`config.mk`:
```
export PLATFORM = sky130hd
export DESIGN_NAME = ibdir_top
export DESIGN_NICKNAME = d
export VERILOG_FILES = /design/src/inc/ibdir_pkg.sv /design/src/rtl/ibdir_top.sv
export VERILOG_INCLUDE_DIRS = /design/src /design/src/inc
export SDC_FILE = /design/constraint.sdc
export NUM_CORES = 1
export LEC_CHECK = 0
export BUFFER_PORTS_ARGS = -buffer_cell sky130_fd_sc_hd__buf_2
export CELL_PAD_IN_SITES_DETAIL_PLACEMENT = 0
export CELL_PAD_IN_SITES_GLOBAL_PLACEMENT = 1
export CORE_ASPECT_RATIO = 0.75
export CORE_MARGIN = 10
export CORE_UTILIZATION = 43
export DETAILED_ROUTE_END_ITERATION = 16
export PLACE_DENSITY_LB_ADDON = 0.1
export SYNTH_ARGS = -nofsm -noshare
export SYNTH_HDL_FRONTEND = slang
export SYNTH_SLANG_ARGS = --single-unit
```
`constraint.sdc`:
```
create_clock -name core_clk -period 3.9 [get_ports core_clk]
set_input_delay 0.78 -clock core_clk [delete_from_list [all_inputs] [get_ports core_clk]]
set_output_delay 0.78 -clock core_clk [all_outputs]
set_load 0.02 [all_outputs]
```
`src/inc/ibdir_params.svh`:
```
`ifndef IBDIR_PARAMS_SVH
`define IBDIR_PARAMS_SVH

// ==========================================================
// Configuration register offsets
`define IBDIR_OFF_XBUS_CHIP_SELECT_CONTROL_LO 8'h4E
`define IBDIR_OFF_XBUS_CHIP_SELECT_CONTROL_HI 8'h4F
`define IBDIR_OFF_ROUTE_A 8'h60
`define IBDIR_OFF_ROUTE_D 8'h63
`define IBDIR_OFF_SERIAL_IRQ_CONTROL 8'h64

// ==========================================================
// Reset values
`define IBDIR_RST_XBUS_CHIP_SELECT_CONTROL 8'h03
`define IBDIR_RST_ROUTE 8'h80
`define IBDIR_RST_SERIAL_IRQ_CONTROL 8'h10

// ==========================================================
// X-Bus chip select control field positions
`define IBDIR_XB_LBIOS 6
`define IBDIR_XB_COPERR 5
`define IBDIR_XB_MOUSE 4
`define IBDIR_XB_ALIAS61 3
`define IBDIR_XB_BIOSWP 2
`define IBDIR_XB_KBC 1
`define IBDIR_XB_RTC 0
`define IBDIR_XB_MASK 8'h7F

// ==========================================================
// Routing and serial interrupt field positions
`define IBDIR_RT_DIS 7
`define IBDIR_RT_MASK 8'h8F
`define IBDIR_SI_EN 7
`define IBDIR_SI_MODE 6
`define IBDIR_SI_SIZE_HI 5
`define IBDIR_SI_SIZE_LO 2
`define IBDIR_SI_PW_HI 1
`define IBDIR_SI_PW_LO 0

// ==========================================================
// Address decode constants
`define IBDIR_BIOS_LOW_PAGE 16'h000E
`define IBDIR_BIOS_TOP_PAGE 16'hFFFE
`define IBDIR_PORT_KBC_DATA 16'h0060
`define IBDIR_PORT_KBC_CMD 16'h0064
`define IBDIR_PORT_61 16'h0061
`define IBDIR_PORT_63 16'h0063
`define IBDIR_PORT_65 16'h0065
`define IBDIR_PORT_67 16'h0067
`define IBDIR_PORT_RTC_BASE 13'h000E
`define IBDIR_ISA_TOP_NIBBLE 4'hF

// ==========================================================
// Start frame widths in PCI clocks
`define IBDIR_SF_W00 4'h4
`define IBDIR_SF_W01 4'h6
`define IBDIR_SF_W10 4'h8

`endif

```
`src/inc/ibdir_pkg.sv`:
```
package ibdir_pkg;

    // ==========================================================
    // Start frame pulse generator states
    typedef enum logic [1:0] {
        SF_IDLE = 2'b01,
        SF_DRIVE = 2'b10
    } ibdir_sf_state_t;

    // Routing decode result: valid flag and target input
    typedef struct packed {
        logic valid;
        logic [3:0] irq;
    } ibdir_route_t;

endpackage

```
`src/rtl/ibdir_top.sv`:
```
`timescale 1ns/1ps
`include "ibdir_params.svh"

module ibdir_top (
    input wire logic core_clk,
    input wire logic rst_n,
    input wire logic cfg_wr,
    input wire logic cfg_rd,
    input wire logic [7:0] cfg_addr,
    input wire logic [7:0] cfg_wdata,
    output logic [7:0] cfg_rdata,
    input wire logic cyc_valid,
    input wire logic cyc_is_io,
    input wire logic cyc_is_write,
    input wire logic cyc_from_isa,
    input wire logic [31:0] cyc_addr,
    output logic bios_chip_select_n,
    output logic xbus_output_enable_n,
    output logic keyboard_ctrl_select_n,
    output logic clock_chip_select_n,
    output logic clock_addr_latch_enable,
    output logic port61_select,
    output logic forward_to_isa,
    output logic [3:0] isa_upper_address,
    input wire logic fpu_error_in_n,
    input wire logic ignore_numeric_error_n_req_n,
    output logic ignore_numeric_error_n,
    output logic irq13_internal,
    input wire logic mouse_irq_in,
    output logic mouse_irq_function,
    input wire logic [3:0] pci_int_lines_n,
    input wire logic [15:0] isa_irq_in,
    output logic [15:0] irq_to_ctrl,
    input wire logic serial_interrupt_line_cfg_bit16,
    input wire logic serial_interrupt_line_start_req,
    output logic serial_irq_enable,
    output logic serial_irq_continuous,
    output logic serial_interrupt_line_out,
    output logic serial_interrupt_line_oe_n
);

    // ==========================================================
    // Register storage
    logic [7:0] xbus_chip_select_control_ff;
    logic [7:0] route_ff [4];
    logic [7:0] serial_irq_control_ff;
    logic [7:0] nxt_rdata;
    // Pin synchronisers
    logic fpu_error_in_n_meta_ff, fpu_error_in_n_n_ff;
    logic mouse_meta_ff, mouse_ff;
    logic [3:0] pirq_meta_ff, pirq_n_ff;
    logic [15:0] isa_meta_ff, isa_ff;
    // Decode and pulse state
    logic bios_hit, bios_top, bios_sel, kbc_sel, rtc_sel, alias_sel;
    logic [15:0] io_addr;
    logic [15:0] routed_mask, routed_level, irq_src;
    ibdir_pkg::ibdir_route_t route_dec [4];
    ibdir_pkg::ibdir_sf_state_t sf_state_ff;
    logic [3:0] sf_cnt_ff;
    logic [3:0] sf_width;
    logic sf_width_ok;

    // Map a routing code to an interrupt controller input
    function automatic ibdir_pkg::ibdir_route_t route_map(
        input logic [7:0] r
    );
        ibdir_pkg::ibdir_route_t res;
        res = '{valid: 1'b0, irq: 4'h0};
        if (!r[`IBDIR_RT_DIS]) begin
            unique case (r[3:0])
                4'h3, 4'h4, 4'h5, 4'h6, 4'h7, 4'h9, 4'hA,
                4'hB, 4'hC, 4'hE, 4'hF: begin
                    res = '{valid: 1'b1, irq: r[3:0]};
                end
                default: res.valid = 1'b0;
            endcase
        end
        return res;
    endfunction

    // Two-stage synchronisers for pin inputs
    always_ff @(posedge core_clk or negedge rst_n) begin
        if (!rst_n) begin
            {fpu_error_in_n_n_ff, fpu_error_in_n_meta_ff} <= 2'b11;
            {mouse_ff, mouse_meta_ff} <= 2'b00;
            {pirq_n_ff, pirq_meta_ff} <= 8'hFF;
            {isa_ff, isa_meta_ff} <= 32'h0000_0000;
        end else begin
            {fpu_error_in_n_n_ff, fpu_error_in_n_meta_ff} <= {fpu_error_in_n_meta_ff, fpu_error_in_n};
            {mouse_ff, mouse_meta_ff} <= {mouse_meta_ff, mouse_irq_in};
            {pirq_n_ff, pirq_meta_ff} <= {pirq_meta_ff, pci_int_lines_n};
            {isa_ff, isa_meta_ff} <= {isa_meta_ff, isa_irq_in};
        end
    end

    // ==========================================================
    // Configuration writes
    always_ff @(posedge core_clk or negedge rst_n) begin
        if (!rst_n) begin
            xbus_chip_select_control_ff <= `IBDIR_RST_XBUS_CHIP_SELECT_CONTROL;
        end else if (cfg_wr && cfg_addr == `IBDIR_OFF_XBUS_CHIP_SELECT_CONTROL_LO) begin
            xbus_chip_select_control_ff <= cfg_wdata & `IBDIR_XB_MASK;
        end
    end

    // one independent register per PCI line
    for (genvar g = 0; g < 4; g++) begin : g_route
        always_ff @(posedge core_clk or negedge rst_n) begin
            if (!rst_n) begin
                route_ff[g] <= `IBDIR_RST_ROUTE;
            end else if (cfg_wr &&
                         cfg_addr == `IBDIR_OFF_ROUTE_A + 8'(g)) begin
                route_ff[g] <= cfg_wdata & `IBDIR_RT_MASK;
            end
        end
        assign route_dec[g] = route_map(route_ff[g]);
    end

    always_ff @(posedge core_clk or negedge rst_n) begin
        if (!rst_n) begin
            serial_irq_control_ff <= `IBDIR_RST_SERIAL_IRQ_CONTROL;
        end else if (cfg_wr && cfg_addr == `IBDIR_OFF_SERIAL_IRQ_CONTROL) begin
            serial_irq_control_ff <= cfg_wdata;
        end
    end

    // Read data mux
    always_comb begin
        nxt_rdata = 8'h00;
        if (cfg_addr == `IBDIR_OFF_XBUS_CHIP_SELECT_CONTROL_LO) begin
            nxt_rdata = xbus_chip_select_control_ff;
        end else if (cfg_addr >= `IBDIR_OFF_ROUTE_A &&
                     cfg_addr <= `IBDIR_OFF_ROUTE_D) begin
            nxt_rdata = route_ff[cfg_addr[1:0]];
        end else if (cfg_addr == `IBDIR_OFF_SERIAL_IRQ_CONTROL) begin
            nxt_rdata = serial_irq_control_ff;
        end
    end

    // Registered read answer, held between reads
    always_ff @(posedge core_clk or negedge rst_n) begin
        if (!rst_n) begin
            cfg_rdata <= 8'h00;
        end else if (cfg_rd) begin
            cfg_rdata <= nxt_rdata;
        end
    end

    // ==========================================================
    // Cycle address decode
    assign io_addr = cyc_addr[15:0];
    // low block or top-of-4G alias (PCI only)
    assign bios_top = !cyc_from_isa &&
                      cyc_addr[31:16] == `IBDIR_BIOS_TOP_PAGE;
    assign bios_hit = !cyc_is_io &&
                      (cyc_addr[31:16] == `IBDIR_BIOS_LOW_PAGE ||
                       bios_top);
    // writes only when write protect bit set
    assign bios_sel = cyc_valid && bios_hit && xbus_chip_select_control_ff[`IBDIR_XB_LBIOS] &&
                      (!cyc_is_write || xbus_chip_select_control_ff[`IBDIR_XB_BIOSWP]);
    assign kbc_sel = cyc_valid && cyc_is_io &&
                     xbus_chip_select_control_ff[`IBDIR_XB_KBC] &&
                     (io_addr == `IBDIR_PORT_KBC_DATA ||
                      io_addr == `IBDIR_PORT_KBC_CMD);
    assign rtc_sel = cyc_valid && cyc_is_io &&
                     xbus_chip_select_control_ff[`IBDIR_XB_RTC] &&
                     io_addr[15:3] == `IBDIR_PORT_RTC_BASE;
    assign alias_sel = cyc_valid && cyc_is_io &&
                       (io_addr == `IBDIR_PORT_61 ||
                        (xbus_chip_select_control_ff[`IBDIR_XB_ALIAS61] &&
                         (io_addr == `IBDIR_PORT_63 ||
                          io_addr == `IBDIR_PORT_65 ||
                          io_addr == `IBDIR_PORT_67)));

    // Registered chip selects
    always_ff @(posedge core_clk or negedge rst_n) begin
        if (!rst_n) begin
            {bios_chip_select_n, xbus_output_enable_n} <= 2'b11;
            {keyboard_ctrl_select_n, clock_chip_select_n} <= 2'b11;
            {clock_addr_latch_enable, port61_select} <= 2'b00;
        end else begin
            bios_chip_select_n <= !bios_sel;
            // X-Bus enable only with an enabled select
            xbus_output_enable_n <= !(bios_sel || kbc_sel || rtc_sel);
            keyboard_ctrl_select_n <= !kbc_sel;
            clock_chip_select_n <= !rtc_sel;
            clock_addr_latch_enable <= rtc_sel;
            port61_select <= alias_sel;
        end
    end

    // Forwarding of BIOS hits to ISA
    always_ff @(posedge core_clk or negedge rst_n) begin
        if (!rst_n) begin
            forward_to_isa <= 1'b0;
            isa_upper_address <= 4'h0;
        end else begin
            // no forward when lower BIOS disabled
            forward_to_isa <= cyc_valid && bios_hit &&
                              !cyc_from_isa &&
                              xbus_chip_select_control_ff[`IBDIR_XB_LBIOS];
            // top alias lands below 16 Mbytes
            isa_upper_address <= bios_top ? `IBDIR_ISA_TOP_NIBBLE
                                          : cyc_addr[23:20];
        end
    end

    // ==========================================================
    // Coprocessor error and mouse function
    always_ff @(posedge core_clk or negedge rst_n) begin
        if (!rst_n) begin
            {irq13_internal, mouse_irq_function} <= 2'b00;
            ignore_numeric_error_n <= 1'b1;
        end else begin
            irq13_internal <= xbus_chip_select_control_ff[`IBDIR_XB_COPERR] && !fpu_error_in_n_n_ff;
            ignore_numeric_error_n <= !(xbus_chip_select_control_ff[`IBDIR_XB_COPERR] &&
                                        !fpu_error_in_n_n_ff && !ignore_numeric_error_n_req_n);
            mouse_irq_function <= xbus_chip_select_control_ff[`IBDIR_XB_MOUSE];
        end
    end

    // ==========================================================
    // Interrupt routing onto controller inputs
    always_comb begin
        routed_mask = 16'h0000;
        routed_level = 16'h0000;
        for (int i = 0; i < 4; i++) begin
            if (route_dec[i].valid) begin
                routed_mask[route_dec[i].irq] = 1'b1;
                routed_level[route_dec[i].irq] |= !pirq_n_ff[i];
            end
        end
    end

    assign irq_src = {isa_ff[15:13],
                      xbus_chip_select_control_ff[`IBDIR_XB_MOUSE] ? mouse_ff : isa_ff[12],
                      isa_ff[11:0]};

    // routed inputs mask the ISA signal
    for (genvar q = 0; q < 16; q++) begin : g_irq
        always_ff @(posedge core_clk or negedge rst_n) begin
            if (!rst_n) begin
                irq_to_ctrl[q] <= 1'b0;
            end else begin
                irq_to_ctrl[q] <= routed_mask[q] ? routed_level[q]
                                                 : irq_src[q];
            end
        end
    end

    // ==========================================================
    // Serial interrupt control
    always_comb begin
        sf_width = `IBDIR_SF_W00;
        sf_width_ok = 1'b1;
        unique case (serial_irq_control_ff[`IBDIR_SI_PW_HI:`IBDIR_SI_PW_LO])
            2'b00: sf_width = `IBDIR_SF_W00;
            2'b01: sf_width = `IBDIR_SF_W01;
            2'b10: sf_width = `IBDIR_SF_W10;
            2'b11: sf_width_ok = 1'b0;
        endcase
    end

    // Enable and mode outputs
    always_ff @(posedge core_clk or negedge rst_n) begin
        if (!rst_n) begin
            {serial_irq_enable, serial_irq_continuous} <= 2'b00;
        end else begin
            serial_irq_enable <= serial_irq_control_ff[`IBDIR_SI_EN] && serial_interrupt_line_cfg_bit16;
            serial_irq_continuous <= serial_irq_control_ff[`IBDIR_SI_MODE];
        end
    end

    // Start frame pulse generator
    always_ff @(posedge core_clk or negedge rst_n) begin
        if (!rst_n) begin
            sf_state_ff <= ibdir_pkg::SF_IDLE;
            sf_cnt_ff <= 4'h0;
            {serial_interrupt_line_out, serial_interrupt_line_oe_n} <= 2'b11;
        end else begin
            unique case (sf_state_ff)
                ibdir_pkg::SF_IDLE: begin
                    if (serial_interrupt_line_start_req && sf_width_ok &&
                        serial_irq_control_ff[`IBDIR_SI_EN] && serial_interrupt_line_cfg_bit16) begin
                        sf_state_ff <= ibdir_pkg::SF_DRIVE;
                        sf_cnt_ff <= sf_width;
                        serial_interrupt_line_out <= 1'b0;
                        serial_interrupt_line_oe_n <= 1'b0;
                    end
                end
                ibdir_pkg::SF_DRIVE: begin
                    // hold low for the full width
                    if (sf_cnt_ff == 4'h1) begin
                        sf_state_ff <= ibdir_pkg::SF_IDLE;
                        serial_interrupt_line_out <= 1'b1;
                        serial_interrupt_line_oe_n <= 1'b1;
                    end
                    sf_cnt_ff <= sf_cnt_ff - 4'h1;
                end
            endcase
        end
    end

endmodule // ibdir_top

```
==> flow_metrics.tcl, run 1 <==
set metrics [dict create \
    finalMaxSlewViolations 0 \
    place_inst 894 \
    clockBufferDepth 2 \
    post_drt_wl_per_cell_microns 20.51 \
    switchingPower_uw 885.7 \
    diodes 0 \
    crit_required_ns 4.22 \
    yosysTopAreaCell "dfrtp_1" \
    synth_compound_area_frac 0.1734 \
    die_x_microns 159.3 \
    synthesis.area_sq_um 6256 \
    finalHoldViolations 0 \
    yosys.area_share.simple 0.1918 \
    setup_viol 0 \
    root_buffer "clkbuf_16" \
    clock_skew_ns 0.01293 \
    dieArea_sq_um 19820 \
    yosys.area.top_type_share 0.4080 \
    regArea_sq_um 3157 \
    cts.sinks 125 \
    area_growth_syn_to_layout_pct 21.82 \
    grt_pass1_vias 5210 \
    grt_use_total 0.1891 \
    grt_overflow 0 \
    yosysMostFrequentCell "dfrtp_1" \
    port_buffers 122 \
    synth_nets 690 \
    nets 796 \
    pin_count 123 \
    drc_errors 0 \
    synth_top_family_by_area "simple AND/OR/NAND/NOR gates" \
    path_clk_slew_ns 0.06 \
    hpwl_microns 14450 \
    dieHeight_microns 124.5 \
    power_leakage_uw 0.003214 \
    placement_rows 38 \
    max_freq_mhz 283.7 \
    coreArea_sq_um 14360 \
    rsz0062_at_grt "no" \
    ys_top_cells_by_count "dfrtp_1, nor2_1, nand2_1, o21ai_0, a21oi_1" \
    yosys-top-cells-area "dfrtp_1, dfstp_2, mux2_2, nor2_1, nand2_1" \
    seq_power_share 0.424 \
    post-route-period-util 0.9038 \
    clk_latency_ns 0.42 \
    antenna_found_initial 0 \
    min_path_type "flip-flop to flip-flop" \
    p_sw_frac 0.2540 \
    hold_buffers 0 \
    critPathArrivalTime_ns 3.84 \
    synthAdderAreaFrac 0.004000 \
    ys_warn_count 0 \
    max_cap_violations 0 \
    synth-async-reset-ratio 1.000 \
    grt_max_degree 76 \
    antenna_left 0 \
    tritoncts "yes" \
    cp-end-kind "flip-flop" \
    path_class "flip-flop to flip-flop" \
    pwr-share-clk 0.463 \
    postSynthAreaPerCell_sq_um 10.31 \
    synth-edff-count 0 \
    drt-initial-drc-count 460 \
    cts_buffers 17 \
    finalPower_uw 3488 \
    hold_depth 0 \
    synth-seq-area-share 0.5046 \
    worst_setup_path_start_kind "flip-flop" \
    firstDrtPassIters 5 \
    status "finished clean" \
    nFillCells 1348 \
    synth.ff_latch_count 125 \
    synthCells 607 \
    relSlewSlack 0.4007 \
    layout.cells.non_filler 926 \
    wl_microns 18990 \
    combinationalPowerShare 0.114 \
    drive_gt1_frac 0.3333 \
    multiInputGateArea_sq_um 2859 \
    worst_slew_pin_slew_ns 0.8929 \
    power.density_nw_per_um2 457.7 \
    r2r_cells 9 \
    cp_max_fo 14 \
    start_util 0.4357 \
    vias 5271 \
    synth_flop_cell "dfrtp_1" \
    grt_first_pass_wirelength_microns 29810 \
    synth_cell_types 73 \
    gp_congestion 0.9140 \
    synthMuxAreaShare 0.07900 \
    synth_xor_area_frac 0.008400 \
    period_minus_slack_ns 3.525 \
    ir_drop_mv 0.3062 \
    setup_tns_ns 0 \
    power.internal_uw 2602 \
    cts-htree-levels 4 \
    holdWs_ns 0.3432 \
    viasPerCell 5.692 \
]
[layout make-up]
| class | instances | share of cell area |
|---|---|---|
| sequential | 125 | 0.4142 |
| inverter | 14 | 0.006895 |
| timing repair buffer | 130 | 0.08997 |
| tap | 200 | 0.03284 |
| multi-input combinational | 425 | 0.3751 |
| clock buffer | 19 | 0.05943 |
| clock inverter | 13 | 0.02151 |
[cells in the final DEF (no fill, tap or decap), types with 4 or more instances in the layout]
cell,Yosys,layout
dfrtp_1,102,102
a32oi_1,4,4
nand4b_1,4,4
a22oi_1,16,16
clkbuf_16,0,17
o211ai_1,7,7
nand4_1,4,4
or3_1,6,6
nor3b_1,5,5
and3_1,4,4
o21ai_0,35,35
mux4_2,5,5
clkinv_4,0,4
a211oi_1,5,5
dfstp_2,23,23
nor2b_1,10,10
inv_1,14,14
mux2_2,33,33
a31oi_1,10,10
buf_2,4,121
buf_4,2,8
nor3_1,24,24
nand3_1,12,12
nor4_1,9,9
and2_1,12,12
xor2_1,4,4
nor2_1,53,52
nand2_1,47,47
a21boi_0,4,4
a21oi_1,34,34
nand2b_1,7,7
nand3b_1,9,9
[sequential cells by signal, summed over array words and instances (netlist names), 2 cells and up]
register                     count
cfg_rdata                        8
irq_to_ctrl                     16
isa_ff                          16
isa_meta_ff                     16
isa_upper_address                4
pirq_meta_ff                     4
pirq_n_ff                        4
route_ff                        20
serial_irq_control_ff            8
sf_cnt_ff                        4
sf_state_ff                      2
xbus_chip_select_control_ff      7
[power by group through the flow]
stage,registers [uW],logic (uW),clock network [uW]
after floorplan,1490,240,0
after global placement,1490,386,0
after detailed placement,1500,398,0
after CTS,1480,400,1660
after global routing,1490,443,1720
final,1480,396,1610
[timing repair]
item                                    4_1_cts  5_1_grt
buffers inserted                              0        0
resized for setup                             0        1
endpoints found under the setup margin        0        6
[critical path, stage by stage, from the launching register on]
cell and delay (ns):
dfrtp_1 0.51, nor4b_2 0.54, nand2_1 0.14, a221o_1 0.37, a2111o_1 0.51, o21ai_4 0.41, o21ai_1 0.20, a211oi_1 0.30
o32ai_2 0.18, a32oi_1 0.25
[logic make-up (layout without fill, tap and decap cells)]
kind of cell / Yosys count / in the layout
simple gates: 223 / 223
compound gates: 155 / 155
fa+ha+maj: 2 / 2
xor+xnor: 6 / 6
mux: 39 / 39
buf+inv: 57 / 176
flops: 125 / 125
[per-layer routing]
| layer | share of wire | vias to the layer above | global-route usage |
|---|---|---|---|
| met5 | 0 | - | 0 |
| met2 | 0.44 | 219 | 0.2631 |
| met1 | 0.48 | 2588 | 0.2735 |
| li1 | - | 2442 | - |
| met4 | 0.011 | 0 | 0.05601 |
| met3 | 0.078 | 22 | 0.05845 |
[per-stage QoR]
step                      utilization  setup WS (ns)  cell area, sq um
after floorplan                     -          1.056              6256
after global placement         0.4876         0.4507              7002
final                          0.5308         0.3750              7621
after global routing           0.5308         0.1013              7621
after detailed placement       0.4876         0.3612              7002
after CTS                      0.5306         0.3137              7619
[final timing paths]
check | startpoint | end | slack, ns
worst min register to register | isa_ff[13] | irq_to_ctrl[13] | 0.34
max in group asynchronous | rst_n | route_ff[23] | 2.65
worst max-delay path | route_ff[24] | irq_to_ctrl[14] | 0.37
worst min-delay path | isa_ff[13] | irq_to_ctrl[13] | 0.34
min in group asynchronous | rst_n | irq_to_ctrl[7] | 0.39
worst max register to register | route_ff[24] | irq_to_ctrl[14] | 0.37
No activity file was read; power rests on OpenSTA's default activity.
==> inputs of run 2 (changes only) <==
--- a/config.mk
+++ b/config.mk
@@ -10,5 +10,4 @@
 export CELL_PAD_IN_SITES_DETAIL_PLACEMENT = 0
 export CELL_PAD_IN_SITES_GLOBAL_PLACEMENT = 1
-export CORE_ASPECT_RATIO = 0.75
 export CORE_MARGIN = 10
 export CORE_UTILIZATION = 43
==> constraint.sdc (replaced) <==
create_clock -name core_clk -period 3.9 [get_ports core_clk]
set_input_delay 0.39 -clock core_clk [delete_from_list [all_inputs] [get_ports core_clk]]
set_output_delay 0.39 -clock core_clk [all_outputs]
set_load 0.02 [all_outputs]
==> run 2 against run 1 <==
Effect of this change: critical path depth unchanged; routed wire length grew 4.3%; highest routed layer unchanged; first-iteration DRC count decreased by 0.22%; critical path type unchanged; via count is 1.4% higher.
==> flow_metrics.tcl, run 2 (synthesis gave the netlist of run 1 again) <==
set metrics [dict create \
    rsz0062_at_grt "no" \
    relSlewSlack 0.3831 \
    post_cts_resized 0 \
    nets 799 \
    grt_use_total 0.2000 \
    ir_drop_mv 0.3076 \
    power_leakage_uw 0.003217 \
    root_buffer "clkbuf_16" \
    layout.cells.non_filler 912 \
    post_drt_wl_per_cell_microns 21.72 \
    clk_latency_ns 0.43 \
    clockBufferDepth 2 \
    post-route-period-util 0.9409 \
    coreArea_sq_um 14370 \
    hold_depth 1 \
    reg2reg_slack_ns 0.23 \
    port_buffers 122 \
    start_util 0.4354 \
    cp-end-kind "flip-flop" \
    cp_max_fo 14 \
    diodes 0 \
    finalMaxSlewViolations 0 \
    r2r-start "route_ff[24]" \
    setup_tns_ns 0 \
    switchingPower_uw 919.8 \
    cts_buffers 17 \
    clock_skew_ns 0.01275 \
    r2r-end "irq_to_ctrl[5]" \
    seq_power_share 0.419 \
    drive_gt1_frac 0.3324 \
    gp_congestion 0.9413 \
    finalHoldViolations 0 \
    power.density_nw_per_um2 463.1 \
    tritoncts "yes" \
    pin_count 123 \
    drc_errors 0 \
    setup_viol 0 \
    vias 5346 \
    cts-htree-levels 4 \
    period_minus_slack_ns 3.670 \
    hold_buffers 1 \
    fin_area_sq_um 7609 \
    grt_pass1_vias 5498 \
    pwr-share-clk 0.467 \
    viasPerCell 5.862 \
    largest_register_ffs 20 \
    grt_first_pass_wirelength_microns 30970 \
    r2r_cells 9 \
    layout_commonest_cell "buf_2" \
    antenna_left 0 \
    antenna_found_initial 0 \
    crit_required_ns 4.25 \
    regMostFlops "route_ff" \
    status "finished clean" \
    cts.sinks 125 \
    post-cts-setup-buffer-count 0 \
    path_class "flip-flop to flip-flop" \
    max_freq_mhz 272.5 \
    wl_microns 19810 \
    worst_setup_path_start_kind "flip-flop" \
    combinationalPowerShare 0.114 \
    firstDrtPassIters 5 \
    drt-initial-drc-count 459 \
    min_path_type "input port to flip-flop" \
    pre_cts_slack_ns 0.3339 \
    max_cap_violations 0 \
    placement_rows 44 \
    dieHeight_microns 140.6 \
    worst_slew_pin_slew_ns 0.9192 \
    grt_max_degree 45 \
    p_sw_frac 0.2610 \
    area_growth_syn_to_layout_pct 21.62 \
    setup_slack_ns 0.2304 \
    worst_hold_startpoint "pci_int_lines_n[1]" \
    power.internal_uw 2604 \
    path_clk_slew_ns 0.06 \
    dieArea_sq_um 19770 \
    final_cell_mix "buf_2, dfrtp_1, nor2_1" \
    whs_endpoint "pirq_meta_ff[1]" \
    grt_overflow 0 \
    holdWs_ns 0.05254 \
    place_inst 880 \
    hpwl_microns 14890 \
    critPathArrivalTime_ns 4.02 \
    die_x_microns 140.6 \
    placed_area_sq_um 6984 \
]
## run 2: cell types whose count changed in the layout (fill, tap and decap cells not counted), sizes merged
cell,delta
buf,+2
clkinv,-3
clkinvlp,+1
dlygate4sd3,+1
inv,+1
## run 2: power groups by stage
stage	registers, uW	logic (uW)	clock network (uW)
final	1480	401	1650
after global routing	1490	445	1740
after CTS	1470	405	1670
after detailed placement	1500	403	0
after global placement	1490	392	0
after floorplan	1490	240	0
## run 2: worst max path at each step
stage	startpoint	to	slack [ns]	cells after the start
floorplan	route_ff[23]	irq_to_ctrl[10]	1.06	10
global placement	route_ff[24]	irq_to_ctrl[5]	0.43	9
detailed placement	route_ff[24]	irq_to_ctrl[5]	0.33	9
CTS	route_ff[24]	irq_to_ctrl[5]	0.30	9
global route	route_ff[24]	irq_to_ctrl[5]	0.007	9
finish	route_ff[24]	irq_to_ctrl[5]	0.23	9
## run 2: through the flow
| stage | util | power [uW] |
|---|---|---|
| 4_1_cts | 0.5295 | 3554 |
| 5_1_grt | 0.5295 | 3669 |
| 2_1_floorplan | - | 1726 |
| 3_5_place_dp | 0.4861 | 1899 |
| 6_report | 0.5295 | 3523 |
| 3_3_place_gp | 0.4861 | 1883 |
## run 2: area by class of cell
type,instances,area [sq um]
timing repair buffer,133,698.2
multi-input combinational,425,2856
inverter,14,52.55
fill,1293,6760
clock inverter,12,161.4
clock buffer,19,452.9
tap,184,230.2
sequential,125,3157
## run 2: metal layers
metal	wire (microns)	track usage	up-vias	part of all wire
met3	1394	0.05039	31	0.070
met1	8316	0.2486	2619	0.42
met5	0	0	-	0
met2	9684	0.3271	256	0.49
met4	417	0.07717	0	0.021
li1	-	-	2440	-
## run 2: critical path, stage by stage, from the launching register on
cell,delay [ns]
dfrtp_1,0.50
nor4b_2,0.56
nand2_1,0.15
a221o_1,0.37
a2111o_1,0.53
o21ai_4,0.40
a211oi_4,0.15
nor2_1,0.53
o21ai_0,0.19
a32oi_1,0.22
